===== config.mk =====
export PLATFORM = sky130hd
export DESIGN_NAME = uhie_irq_ctrl
export DESIGN_NICKNAME = d
export VERILOG_FILES = /design/src/hdl/uhie_pkg.sv /design/src/hdl/uhie_irq_ctrl.sv
export SDC_FILE = /design/constraint.sdc
export NUM_CORES = 1
export LEC_CHECK = 0
export BUFFER_PORTS_ARGS = -buffer_cell sky130_fd_sc_hd__buf_4
export CORE_MARGIN = 5
export CORE_UTILIZATION = 25
export DETAILED_ROUTE_END_ITERATION = 8
export HOLD_SLACK_MARGIN = 0.08
export MAX_ROUTING_LAYER = met4
export SYNTH_ARGS = -nofsm -noshare
export SYNTH_HDL_FRONTEND = slang
export SYNTH_SLANG_ARGS = --single-unit
export TNS_END_PERCENT = 30

===== constraint.sdc =====
create_clock -name aclk -period 2.4 [get_ports aclk]
set_input_delay 0.12 -clock aclk [delete_from_list [all_inputs] [get_ports aclk]]
set_output_delay 0.12 -clock aclk [all_outputs]
set_load 0.02 [all_outputs]

===== src/hdl/uhie_pkg.sv =====
package uhie_pkg;
   // bus geometry
   localparam int          ADDR_W = 8;
   localparam int          DATA_W = 32;
   localparam int          IDX_W  = 6;
   localparam int          EV_W   = 7;
   // register indexes, byte address is four times the index
   localparam logic [5:0]  IDX_STATUS  = 6'h03;
   localparam logic [5:0]  IDX_ENABLE  = 6'h04;
   localparam logic [5:0]  IDX_DISABLE = 6'h05;
   localparam logic [5:0]  IDX_CLEAR   = 6'h06;
   // field positions
   localparam int          BIT_SCHED_OVR  = 0;
   localparam int          BIT_FRAME_BEG  = 2;
   localparam int          BIT_RESUME     = 3;
   localparam int          BIT_FAULT      = 4;
   localparam int          BIT_FRAME_WRAP = 5;
   localparam int          BIT_HUB_CHANGE = 6;
   localparam int          BIT_MASTER     = 31;
   // writable bits of the enable and clear registers
   localparam logic [31:0] EN_MASK  = 32'h8000007D;
   localparam logic [31:0] EV_MASK  = 32'h0000007D;
   // reset values
   localparam logic [31:0] EN_RESET = 32'h00000000;
   localparam logic [31:0] ST_RESET = 32'h00000000;
   // bus responses
   localparam logic [1:0]  RESP_OKAY   = 2'h0;
   localparam logic [1:0]  RESP_SLVERR = 2'h2;

   // whole state of the block
   typedef struct packed {
      logic              awready;
      logic              wready;
      logic              aw_v;
      logic              w_v;
      logic [7:0]        awaddr;
      logic [31:0]       wdata;
      logic              bvalid;
      logic [1:0]        bresp;
      logic              arready;
      logic              rvalid;
      logic [31:0]       rdata;
      logic [1:0]        rresp;
      logic [31:0]       en;
      logic [31:0]       status;
      logic              irq;
   } uhie_state_t;

   localparam uhie_state_t ST_INIT = '{
      awready: 1'b1, wready: 1'b1, aw_v: 1'b0, w_v: 1'b0,
      awaddr: 8'h00, wdata: 32'h00000000, bvalid: 1'b0,
      bresp: 2'h0, arready: 1'b1, rvalid: 1'b0,
      rdata: 32'h00000000, rresp: 2'h0, en: EN_RESET,
      status: ST_RESET, irq: 1'b0};
endpackage


===== src/hdl/uhie_irq_ctrl.sv =====
// The register addresses and the AXI4-Lite interface to the registers were decided locally.
`timescale 1ns/10ps
module uhie_irq_ctrl
   import uhie_pkg::*;
(
   aclk,
   aresetn,
   s_axi_awaddr,
   s_axi_awvalid,
   s_axi_awready,
   s_axi_wdata,
   s_axi_wstrb,
   s_axi_wvalid,
   s_axi_wready,
   s_axi_bresp,
   s_axi_bvalid,
   s_axi_bready,
   s_axi_araddr,
   s_axi_arvalid,
   s_axi_arready,
   s_axi_rdata,
   s_axi_rresp,
   s_axi_rvalid,
   s_axi_rready,
   event_pulse,
   irq_out
);
   input  wire logic [ADDR_W-1:0] s_axi_awaddr;
   input  wire logic              aclk;
   input  wire logic              aresetn;
   input  wire logic              s_axi_awvalid;
   output      logic              s_axi_awready;
   input  wire logic [DATA_W-1:0] s_axi_wdata;
   input  wire logic [3:0]        s_axi_wstrb;
   input  wire logic              s_axi_wvalid;
   output      logic              s_axi_wready;
   output      logic [1:0]        s_axi_bresp;
   output      logic              s_axi_bvalid;
   input  wire logic              s_axi_bready;
   input  wire logic [ADDR_W-1:0] s_axi_araddr;
   input  wire logic              s_axi_arvalid;
   output      logic              s_axi_arready;
   output      logic [DATA_W-1:0] s_axi_rdata;
   output      logic [1:0]        s_axi_rresp;
   output      logic              s_axi_rvalid;
   input  wire logic              s_axi_rready;
   input  wire logic [EV_W-1:0]   event_pulse;   // bit layout as enable
   output      logic              irq_out;

   // byte strobes widened to a bit mask
   function automatic logic [31:0] strb_mask(input logic [3:0] strb);
      logic [31:0] m;
      m = 32'h00000000;
      for (int i = 0; i < 4; i++) begin
         m[i*8 +: 8] = {8{strb[i]}};
      end
      return m;
   endfunction

   // word index of an aligned byte address
   function automatic logic [IDX_W-1:0] reg_idx(input logic [ADDR_W-1:0] a);
      return a[ADDR_W-1:2];
   endfunction

   uhie_state_t s_q;          // registered state
   uhie_state_t s_d;          // next state
   logic        wr_go;        // both write halves held, response free
   logic [31:0] ev_word;      // events widened to register layout
   logic [31:0] clr_word;     // status bits cleared by software

   // next-state logic: bus slave, enable register, status, interrupt
   always_comb begin
      s_d      = s_q;
      clr_word = 32'h00000000;
      ev_word  = {{(32-EV_W){1'b0}}, event_pulse} & EV_MASK;
      wr_go    = s_q.aw_v & s_q.w_v & ~s_q.bvalid;
      // write address channel
      if (s_axi_awvalid && s_q.awready) begin
         s_d.aw_v    = 1'b1;
         s_d.awaddr  = s_axi_awaddr;
         s_d.awready = 1'b0;
      end
      // write data channel, unstrobed lanes read as zero
      if (s_axi_wvalid && s_q.wready) begin
         s_d.w_v    = 1'b1;
         s_d.wdata  = s_axi_wdata & strb_mask(s_axi_wstrb);
         s_d.wready = 1'b0;
      end
      // response taken, reopen both write channels
      if (s_q.bvalid && s_axi_bready) begin
         s_d.bvalid  = 1'b0;
         s_d.awready = 1'b1;
         s_d.wready  = 1'b1;
      end
      // commit a write once address and data are both held
      if (wr_go) begin
         s_d.aw_v   = 1'b0;
         s_d.w_v    = 1'b0;
         s_d.bvalid = 1'b1;
         s_d.bresp  = RESP_OKAY;
         if (s_q.awaddr[1:0] != 2'b00) begin
            s_d.bresp = RESP_SLVERR;   // misaligned
         end else begin
            case (reg_idx(s_q.awaddr))
               IDX_ENABLE: begin
                  // ones set, zeros keep, reserved ignored
                  s_d.en = s_q.en | (s_q.wdata & EN_MASK);
               end
               IDX_DISABLE: begin
                  // ones clear, zeros keep, master bit included
                  s_d.en = s_q.en & ~(s_q.wdata & EN_MASK);
               end
               IDX_CLEAR: begin
                  clr_word = s_q.wdata & EV_MASK;   // write-one-to-clear status
               end
               IDX_STATUS: begin
                  s_d.bresp = RESP_OKAY;            // read-only, write ignored
               end
               default: begin
                  s_d.bresp = RESP_SLVERR;          // unmapped
               end
            endcase
         end
      end
      // sticky status, a new event wins over a clear
      s_d.status = (s_q.status & ~clr_word) | ev_word;
      // read channel
      if (s_q.rvalid && s_axi_rready) begin
         s_d.rvalid  = 1'b0;
         s_d.arready = 1'b1;
      end
      if (s_axi_arvalid && s_q.arready) begin
         s_d.arready = 1'b0;
         s_d.rvalid  = 1'b1;
         s_d.rresp   = RESP_OKAY;
         s_d.rdata   = 32'h00000000;
         if (s_axi_araddr[1:0] != 2'b00) begin
            s_d.rresp = RESP_SLVERR;         // misaligned
         end else begin
            case (reg_idx(s_axi_araddr))
               IDX_ENABLE: begin
                  s_d.rdata = s_q.en;
               end
               IDX_DISABLE: begin
                  s_d.rdata = s_q.en;
               end
               IDX_STATUS: begin
                  s_d.rdata = s_q.status;
               end
               IDX_CLEAR: begin
                  s_d.rdata = 32'h00000000;  // write-only
               end
               default: begin
                  s_d.rresp = RESP_SLVERR;   // unmapped
               end
            endcase
         end
      end
      // level interrupt gated by master bit and per-event enables
      s_d.irq = s_d.en[BIT_MASTER] & (|(s_d.status & s_d.en & EV_MASK));
   end

   // state register, synchronous reset to zero enables
   always_ff @(posedge aclk) begin
      if (!aresetn) begin
         s_q <= ST_INIT;
      end else begin
         s_q <= s_d;
      end
   end

   // outputs straight from the state register
   assign s_axi_awready = s_q.awready;
   assign s_axi_wready  = s_q.wready;
   assign s_axi_bvalid  = s_q.bvalid;
   assign s_axi_bresp   = s_q.bresp;
   assign s_axi_arready = s_q.arready;
   assign s_axi_rvalid  = s_q.rvalid;
   assign s_axi_rdata   = s_q.rdata;
   assign s_axi_rresp   = s_q.rresp;
   assign irq_out       = s_q.irq;
endmodule


==> results of run 1 <==
-- through the flow --
stage / utilization, % / setup slack [ps] / std cells / power, mW
floorplan: - / 469 / 360 / 1.75
global placement: 29.1 / 361 / 563 / 1.83
detailed placement: 29.1 / 329 / 563 / 1.83
CTS: 32.5 / 309 / 596 / 3.20
global route: 32.5 / 139 / 596 / 3.29
finish: 32.5 / 321 / 596 / 3.16
-- layout make-up --
type / count / share of cell area [%]
Clock buffer: 10 / 5.28
Clock inverter: 5 / 0.996
Inverter: 10 / 0.830
Multi-Input combinational cell: 200 / 29.5
Sequential cell: 93 / 41.2
Tap cell: 180 / 4.98
Timing Repair Buffer: 98 / 17.3
-- Yosys cell counts (2+ instances only) --
library cell and n:
nand2_1 21, mux2_2 4, nor3_1 3, a22oi_1 3
or4_4 2, nor4_1 6, dfxtp_1 93, inv_1 10
nand4b_1 2, or4_1 2, xor2_1 2, a222oi_1 6
nand2b_1 4, a21boi_0 18, buf_2 2, o21ai_0 4
nor2_1 8, clkbuf_1 18, nor2b_1 11, nand3_1 16
mux2i_1 2, nand3b_1 8, and2_1 35, a22o_1 24
a31oi_1 6, buf_4 36, a21oi_1 3
-- what timing repair did --
action / 4_1_cts / 5_1_grt
endpoints found under the setup margin: 0 / 0
hold buffers: 18 / 0
endpoints found under the hold margin: 17 / 0
-- path summary, 6_finish.rpt --
kind | endpoint | cells past startpoint
worst max-delay path | irq_out$_SDFF_PN0_ | 5
worst min-delay path | s_q[106]$_SDFFE_PN0P_ | 3
worst max register to register | irq_out$_SDFF_PN0_ | 5
worst min register to register | s_q[50]$_SDFFE_PN0P_ | 1
-- where the power goes --
| part | switching [mW] | internal, mW |
|---|---|---|
| combinational | 0.106 | 0.109 |
| clock | 0.601 | 0.739 |
| sequential | 0.0307 | 1.57 |
-- flip-flops by register name, indices dropped and copies added (netlist names) --
name	count
s_q	54
s_axi_rdata	31
irq_out	1
s_axi_arready	1
s_axi_awready	1
s_axi_bresp	1
s_axi_bvalid	1
s_axi_rresp	1
s_axi_rvalid	1
s_axi_wready	1
-- metal layers --
layer | global-route usage (%) | wire (microns) | up-vias | share of wire (%)
met5 | - | 0 | - | 0
met2 | 15.0 | 3560 | 69 | 46
met4 | 2.20 | 71 | 0 | 0.93
met3 | 2.72 | 479 | 7 | 6.2
li1 | - | - | 1316 | -
met1 | 12.1 | 3550 | 1198 | 46
-- tightest hold or removal path, cell delays in order --
cell and delay (ps):
buf_4 110, nand3_1 80, a21boi_0 80
-- kinds of logic after synthesis --
kind of cell	after synthesis	share of synthesized area, %
other	1	0.105
buffers and inverters	67	11.1
AO/OA/AOI/OAI	67	14.8
flip-flops	93	52.0
XOR/XNOR	2	0.490
AND/OR/NAND/NOR	122	19.7
multiplexers	6	1.82
==> metrics.txt, run 1 <==
run status=complete, no violations; # IOs=108; Die H=130 microns; PwrDens=699 mW/mm^2; layout cells sized above 1=25.2%; Initial Utilization=25.7%; setup violators final=0; WS Path Type=register to register; part of the cycle the worst path needs=86.6%; Routed wire per std cell=12.9 microns; Clock Latency Late Sink=340 ps; max_cap viols=0; CTS buffer count=9; Final Cell Area=0.00452 sq mm; Least-Margin Pin Slew=923 ps; Final Max Tran Viols=0; H-tree levels=3; CP bufs+invs=0; most frequent cells in the layout=dfxtp_1 (93), buf_4 (80), and2_1 (35), a22o_1 (24), nand2_1 (21); Layout Nets=478; Final Routed Wirelength=7670 microns; full die area=0.0168 sq mm; EDFF count, synth=0; CP max stage cell=or4_4; CP Launch Type=register; reg2reg setup slack=320 ps; clk sinks=93; post-route ant nets=0; RSZ-0062 raised after global routing=no; via count=2590; Max stage delay on crit path=610 ps; synthesized cell area=0.00358 sq mm; Setup TNS=0 ps; CTS Buffer Depth=2; Std-Cell Rows=43; Post-synth top flop=dfxtp_1; die extent in x=130 microns; Reg area=0.00186 sq mm; initial antenna violation count=0; Max VDD drop=0.392 mV; FF-to-FF Start=s_q[137]$_SDFFE_PN0P_; worst hold start=s_axi_wdata[2]; TritonCTS clock tree=yes; Yosys top cell area share=52.0%; top cells by area, synth=dfxtp_1 (52%), buf_4 (7.6%), and2_1 (6.1%); Tmin final=2080 ps; most common cell after layout, fill and taps aside=dfxtp_1; TritonRoute pass-1 iters=4; Placed Instance Area=0.00406 sq mm; cell taking the most area after synthesis=dfxtp_1; Rel. slew slack=38.5%; largest net degree at the start of global routing=40; library cells used by synthesis=36; Async SR Flop Fraction=0%; GRT Util Overall=9.48%; critical path cell sequence=or4_4, nor4_1, mux2_2, a22oi_1, a31oi_1; CORE AREA=0.0139 sq mm; Ys Warns=0; fill count=1416; HP Class=input port to register; Clock Skew=6.24 ps; Yosys reg bits=93; Fmax achieved=0.481 GHz; GP Congestion=0.776; WHS=93.2 ps; PortBufs=76; DRT iter0 DRCs=119; clk slew on worst S/H paths=70 ps; GRT overflow=0; CP startpoint=s_q[137]$_SDFFE_PN0P_; HPWL Detailed=5640 microns; post-CTS sizing=0; CP required=2610 ps; first-pass GRT wire length=12500 microns; residual DRC count=0; Mapped Cells=358; crit path DAT=2290 ps; area of the multi-input gates=0.00133 sq mm; Root Buffer=clkbuf_16; vias in the first global route=2495; post-CTS setup buffer count=0; Avg Vias per Cell=4.35; Critical Path End Type=register; share of the yosys chip area belonging to registers=52.0%; Lkg Pwr=1.82 nW; crit-path leading delay family=simple AND/OR/NAND/NOR gates; final hold violations=0; Mean Syn Cell Area=10.0 sq um; Inserted Diodes=0; Crit Path Max Fanout=11; Area Overhead vs Synth=26.4%
No activity file was read; power rests on OpenSTA's default activity.
==> run 2: changes to the inputs <==
--- a/config.mk
+++ b/config.mk
@@ -8,5 +8,5 @@
 export BUFFER_PORTS_ARGS = -buffer_cell sky130_fd_sc_hd__buf_4
 export CORE_MARGIN = 5
-export CORE_UTILIZATION = 25
+export CORE_UTILIZATION = 34
 export DETAILED_ROUTE_END_ITERATION = 8
 export HOLD_SLACK_MARGIN = 0.08
==> constraint.sdc (replaced) <==
create_clock -name aclk -period 2.4 [get_ports aclk]
set_input_delay 0.48 -clock aclk [delete_from_list [all_inputs] [get_ports aclk]]
set_output_delay 0.48 -clock aclk [all_outputs]
set_load 0.02 [all_outputs]
==> run 2 against run 1 <==
Compared with the run above:
- sequential power about the same
- critical path depth unchanged
- die area is 25% lower
- final cell count fell by 10%
- clock power down 26%
- clock skew rose by 0.64 ps
- via count is 4.1% lower
- hold slack gained 230 ps
- fmax rose by 0.34%
==> metrics.txt, run 2 (synthesis results as in run 1) <==
met3 routed wirelength=427 microns (was 479 microns); PwrDens=663 mW/mm^2 (was 699 mW/mm^2); TritonRoute pass-1 iters=4 (unchanged); via count=2484 (was 2590); part of the cycle the worst path needs=86.3% (was 86.6%); CORE AREA=0.0103 sq mm (was 0.0139 sq mm); Least-Margin Pin Slew=935 ps (was 923 ps); Clock Latency Late Sink=350 ps (was 340 ps); Std-Cell Rows=37 (was 43); WHS=320 ps (was 93.2 ps); Post-Place Setup Slack=322 ps (was 329 ps); TritonCTS clock tree=yes (unchanged); layout cells sized above 1=26.8% (was 25.2%); H-tree levels=3 (unchanged); crit path DAT=2300 ps (was 2290 ps); Largest Register=s_q (unchanged); largest net degree at the start of global routing=32 (was 40); routed length on met1=3420 microns (was 3550 microns); Tmin final=2070 ps (was 2080 ps); Setup TNS=0 ps (unchanged); Root Buffer=clkbuf_8 (was clkbuf_16); initial antenna violation count=0 (unchanged); post-CTS setup buffer count=0 (unchanged); die extent in x=113 microns (was 130 microns); HP Class=input port to register (unchanged); cts-stage hold buffer count=0 (was 18); Rel. slew slack=37.6% (was 38.5%); Critical Path End Type=register (unchanged); CTS Buffer Depth=2 (unchanged); RSZ-0062 raised after global routing=no (unchanged); Layout Nets=461 (was 478); DRT iter0 DRCs=212 (was 119); Final Cell Area=0.00420 sq mm (was 0.00452 sq mm); Inserted Diodes=0 (unchanged); GP Congestion=0.729 (was 0.776); Lkg Pwr=1.71 nW (was 1.82 nW); critical path cell sequence=or4_4, nor4_1, mux2_2, a22oi_1, a31oi_1 (unchanged); post-CTS sizing=0 (unchanged); metal2 WL=3160 microns (was 3560 microns); HPWL Detailed=5100 microns (was 5640 microns); most common cell after layout, fill and taps aside=dfxtp_1 (unchanged); Fmax achieved=0.483 GHz (was 0.481 GHz); Initial Utilization=34.8% (was 25.7%); run status=complete, no violations (unchanged); CP Launch Type=register (unchanged); PnR worst setup slack=328 ps (was 321 ps); CP required=2630 ps (was 2610 ps); Avg Vias per Cell=4.63 (was 4.35); Crit Path Max Fanout=11 (unchanged); Routed wire per std cell=13.2 microns (was 12.9 microns); CP max stage cell=or4_4 (unchanged); Die H=113 microns (was 130 microns); GRT overflow=0 (unchanged); clk sinks=93 (unchanged); Final Power=2.79 mW (was 3.16 mW); PortBufs=76 (unchanged); Max stage delay on crit path=610 ps (about the same); residual DRC count=0 (unchanged); final hold violations=0 (unchanged); Max VDD drop=0.278 mV (was 0.392 mV); Placed Instance Area=0.00401 sq mm (was 0.00406 sq mm); clk slew on worst S/H paths=90 ps (was 70 ps); post-route ant nets=0 (unchanged); setup violators final=0 (unchanged); first-pass GRT wire length=12200 microns (was 12500 microns); Area Overhead vs Synth=17.5% (was 26.4%); Clock Skew=6.88 ps (was 6.24 ps); # IOs=108 (unchanged); max reg flops=54 (unchanged); most frequent cells in the layout=dfxtp_1 (93), buf_4 (81), and2_1 (35), a22o_1 (24), nand2_1 (21) (was dfxtp_1 (93), buf_4 (80), and2_1 (35), a22o_1 (24), nand2_1 (21)); GRT Util Overall=12.0% (was 9.48%); vias in the first global route=2485 (was 2495); WS Path Type=register to register (unchanged); max layer used=met4 (unchanged); max_cap viols=0 (unchanged); Final Routed Wirelength=7090 microns (was 7670 microns); CTS buffer count=9 (unchanged); full die area=0.0127 sq mm (was 0.0168 sq mm); Final Max Tran Viols=0 (unchanged)
run 2: changes by cell type in the layout (fill, tap and decap cells not counted):
cell,change
clkbuf_8,+10
clkbuf_16,-9
inv_8,-1
dlygate4sd3_1,-18
inv_6,+1
buf_4,+1
run 2: area by class of cell:
type                       instances  area, sq um
clock inverter                     5         42.5
clock buffer                      11          151
sequential                        93         1860
tap                              136          170
timing repair buffer              81          608
multi-input combinational        200         1330
inverter                          10         37.5
fill                            1028         6070
run 2: worst paths after layout:
path	start	to	slack, ps	cells after the start
max reg2reg	s_q[137]$_SDFFE_PN0P_	irq_out$_SDFF_PN0_	330	5
min reg2reg	s_q[61]$_SDFFE_PN0P_	s_q[61]$_SDFFE_PN0P_	460	1
max	s_q[137]$_SDFFE_PN0P_	irq_out$_SDFF_PN0_	330	5
min	s_axi_wvalid	s_axi_wready$_SDFFE_PP1P_	320	2
run 2: critical path: cells and delay by family (launching register included):
family / cells / cell delay [ps]
AOI/OAI and AO/OA: 2 / 340
and+or+nand+nor: 2 / 910
muxes: 1 / 380
DFF: 1 / 320
run 2: routing by layer:
metal / up-vias / track usage, %
met3: 8 / 3.83
met1: 1123 / 15.7
met2: 74 / 17.8
met5: - / -
li1: 1279 / -
met4: 0 / 3.45
run 2: power breakdown:
group	internal (mW)	total, mW	switching (mW)
logic	0.0913	0.193	0.101
registers	1.57	1.60	0.0307
clock network	0.444	0.992	0.548
total	2.11	2.79	0.680
run 2: stage by stage:
stage	instances	util (%)
floorplan	360	-
global placement	520	39.0
detailed placement	520	39.0
CTS	536	40.9
global route	536	40.9
finish	536	40.9
==> run 3: changes to the inputs <==
Settings changed: ABC_AREA set to 1, CORE_ASPECT_RATIO set to 0.6, CORE_UTILIZATION 34 to 45, PLACE_DENSITY set to 0.71.
==> run 3 against run 2 <==
Compared with the run above:
- final area up 3.1%
- combinational power rose by 16%
- die area shrank 20%
- register-to-register slack improved by 470 ps
- critical path depth is 1 higher
- setup slack gained 470 ps
==> metrics.txt, run 3 <==
run status=complete, no violations (unchanged); part of the cycle the worst path needs=66.7% (was 86.3%); largest family of logic cells by synthesized area=simple AND/OR/NAND/NOR gates (unchanged); WS Path Type=register to register (unchanged); layout cells sized above 1=26.2% (was 26.8%); clk slew on worst S/H paths=70 ps (was 90 ps); Final Max Tran Viols=0 (unchanged); Finished Layout Cells=597 (was 536); post-route ant nets=0 (unchanged); met3 usage=5.75% (was 3.83%); Ys Warns=0 (unchanged); most common cell after layout, fill and taps aside=dfxtp_1 (unchanged); DRT iter0 DRCs=146 (was 212); H-tree levels=3 (unchanged); Synth top cells by count=dfxtp_1 (93), nand2_1 (92), inv_1 (49) (was dfxtp_1 (93), buf_4 (36), and2_1 (35)); GR Layer Usage met1=21.0% (was 15.7%); Fmax achieved=0.625 GHz (was 0.483 GHz); HP Class=input port to register (unchanged); Tmin final=1600 ps (was 2070 ps); most frequent cell after synthesis=dfxtp_1 (unchanged); final hold violations=0 (unchanged); via count=2832 (was 2484); Clock Skew=5.95 ps (was 6.88 ps); CTS Buffer Depth=2 (unchanged); Die H=80.0 microns (was 113 microns); post-CTS setup buffer count=0 (unchanged); GP Congestion=0.828 (was 0.729); fill count=742 (was 1028); full die area=0.0101 sq mm (was 0.0127 sq mm); Clock Latency Late Sink=340 ps (was 350 ps); die extent in x=127 microns (was 113 microns); Rel. slew slack=58.2% (was 37.6%); PortBufs=76 (unchanged); GRT Util Overall=15.9% (was 12.0%); Crit Path Max Fanout=24 (was 11); Final Routed Wirelength=7530 microns (was 7090 microns); Mapped Cells=445 (was 358); Inserted Diodes=0 (unchanged); Async SR Flop Fraction=0% (unchanged); library cells used by synthesis=29 (was 36); WHS=403 ps (was 320 ps); # IOs=108 (unchanged); Yosys top cell area share=50.7% (was 52.0%); Least-Margin Pin Slew=626 ps (was 935 ps); top cells by area, synth=dfxtp_1 (51%), nand2_1 (9.4%), buf_4 (7.4%) (was dfxtp_1 (52%), buf_4 (7.6%), and2_1 (6.1%)); Max VDD drop=0.363 mV (was 0.278 mV); multiplexer share of the synthesized area=0% (was 1.82%); utilization after layout=54.8% (was 40.9%); GRT overflow=0 (unchanged); fraction of the mapped netlist area in simple logic gates=19.6% (was 19.7%); PwrDens=728 mW/mm^2 (was 663 mW/mm^2); post-CTS sizing=0 (unchanged); compound-cell area share of the yosys netlist=14.5% (was 14.8%); gr busiest metal=met2 (unchanged); clk sinks=93 (unchanged); largest net degree at the start of global routing=35 (was 32); Post-synth top flop=dfxtp_1 (unchanged); setup violators final=0 (unchanged); CP Launch Type=register (unchanged); Initial Utilization=46.4% (was 34.8%); Yosys reg bits=93 (unchanged); max reg flops=54 (unchanged); worst hold start=s_axi_bready (was s_axi_wvalid); CTS buffer count=9 (unchanged); Layout Nets=550 (was 461); cts-stage hold buffer count=0 (unchanged); Final Cell Area=0.00433 sq mm (was 0.00420 sq mm); max_cap viols=0 (unchanged); Synth Area in Adders=0% (unchanged); Largest Register=s_q (unchanged); vias in the first global route=2663 (was 2485); Mean Syn Cell Area=8.25 sq um (was 10.0 sq um); Avg Vias per Cell=4.74 (was 4.63); initial antenna violation count=0 (unchanged); CP required=2660 ps (was 2630 ps); cell taking the most area after synthesis=dfxtp_1 (unchanged); Post-Place Setup Slack=518 ps (was 322 ps); TritonRoute pass-1 iters=4 (unchanged); PnR worst setup slack=800 ps (was 328 ps); Std-Cell Rows=25 (was 37); CP startpoint=s_axi_arready$_SDFFE_PN1P_ (was s_q[137]$_SDFFE_PN0P_); residual DRC count=0 (unchanged); EDFF count, synth=0 (unchanged); Setup TNS=0 ps (unchanged); first-pass GRT wire length=12400 microns (was 12200 microns); share of the yosys chip area belonging to registers=50.7% (was 52.0%); xor and xnor fraction of the mapped netlist area=0% (was 0.490%); Critical Path End Type=register (unchanged); Placed Instance Area=0.00405 sq mm (was 0.00401 sq mm); RSZ-0062 raised after global routing=no (unchanged); synthesized cell area=0.00367 sq mm (was 0.00358 sq mm); Placed Cells=581 (was 520); most frequent cells in the layout=dfxtp_1 (93), nand2_1 (92), buf_4 (79), inv_1 (49), nand3_1 (45) (was dfxtp_1 (93), buf_4 (81), and2_1 (35), a22o_1 (24), nand2_1 (21)); crit path DAT=1860 ps (was 2300 ps); TritonCTS clock tree=yes (unchanged); Lkg Pwr=2.06 nW (was 1.71 nW); HPWL Detailed=5450 microns (was 5100 microns); CORE AREA=0.00791 sq mm (was 0.0103 sq mm); Area Overhead vs Synth=18.0% (was 17.5%); Routed wire per std cell=12.6 microns (was 13.2 microns); Final Power=3.16 mW (was 2.79 mW); FF-to-FF Start=s_axi_arready$_SDFFE_PN1P_ (was s_q[137]$_SDFFE_PN0P_); met2 Use GR=22.6% (was 17.8%); Root Buffer=clkbuf_16 (was clkbuf_8)
[run 3: worst paths after layout]
check                                                    end  slack [ps]  cells after the start
worst max-delay path            s_axi_rdata[26]$_SDFFE_PN0P_         800                      6
worst min-delay path              s_axi_awready$_SDFFE_PP1P_         400                      3
worst max register to register  s_axi_rdata[26]$_SDFFE_PN0P_         800                      6
worst min register to register          s_q[59]$_SDFFE_PN0P_         430                      2
[run 3: logic make-up after synthesis]
group,after synthesis
and+or+nand+nor,161
buffers and inverters,106
DFF,93
AOI/OAI and AO/OA,84
other,1
[run 3: cell type report]
class                      count  area [sq um]  area share (%)
sequential                    93          1860            43.0
tap                          108           135            3.12
timing repair buffer          79           593            13.7
inverter                      53           200            4.62
multi-input combinational    248          1260            29.1
clock inverter                 7          57.6            1.33
clock buffer                   9           225            5.20
[run 3: worst max-delay path: stages (launching register included)]
cell	delay (ps)
dfxtp_1	370
nand2_2	90
inv_2	80
nand2_2	70
nor3_4	340
inv_2	340
o21ai_0	240
[run 3: routing by layer]
layer  wire length [microns]  vias up
li1                        -     1479
met1                    3870     1267
met2                    3060       77
met3                     516        9
met4                      89        0
met5                       0        -
[run 3: report_power, final]
part / total, mW / internal, mW / switching [mW] / leakage, nW
sequential: 1.61 / 1.58 / 0.0289 / 0.756
combinational: 0.224 / 0.0884 / 0.135 / 1.17
clock: 1.32 / 0.714 / 0.608 / 0.129
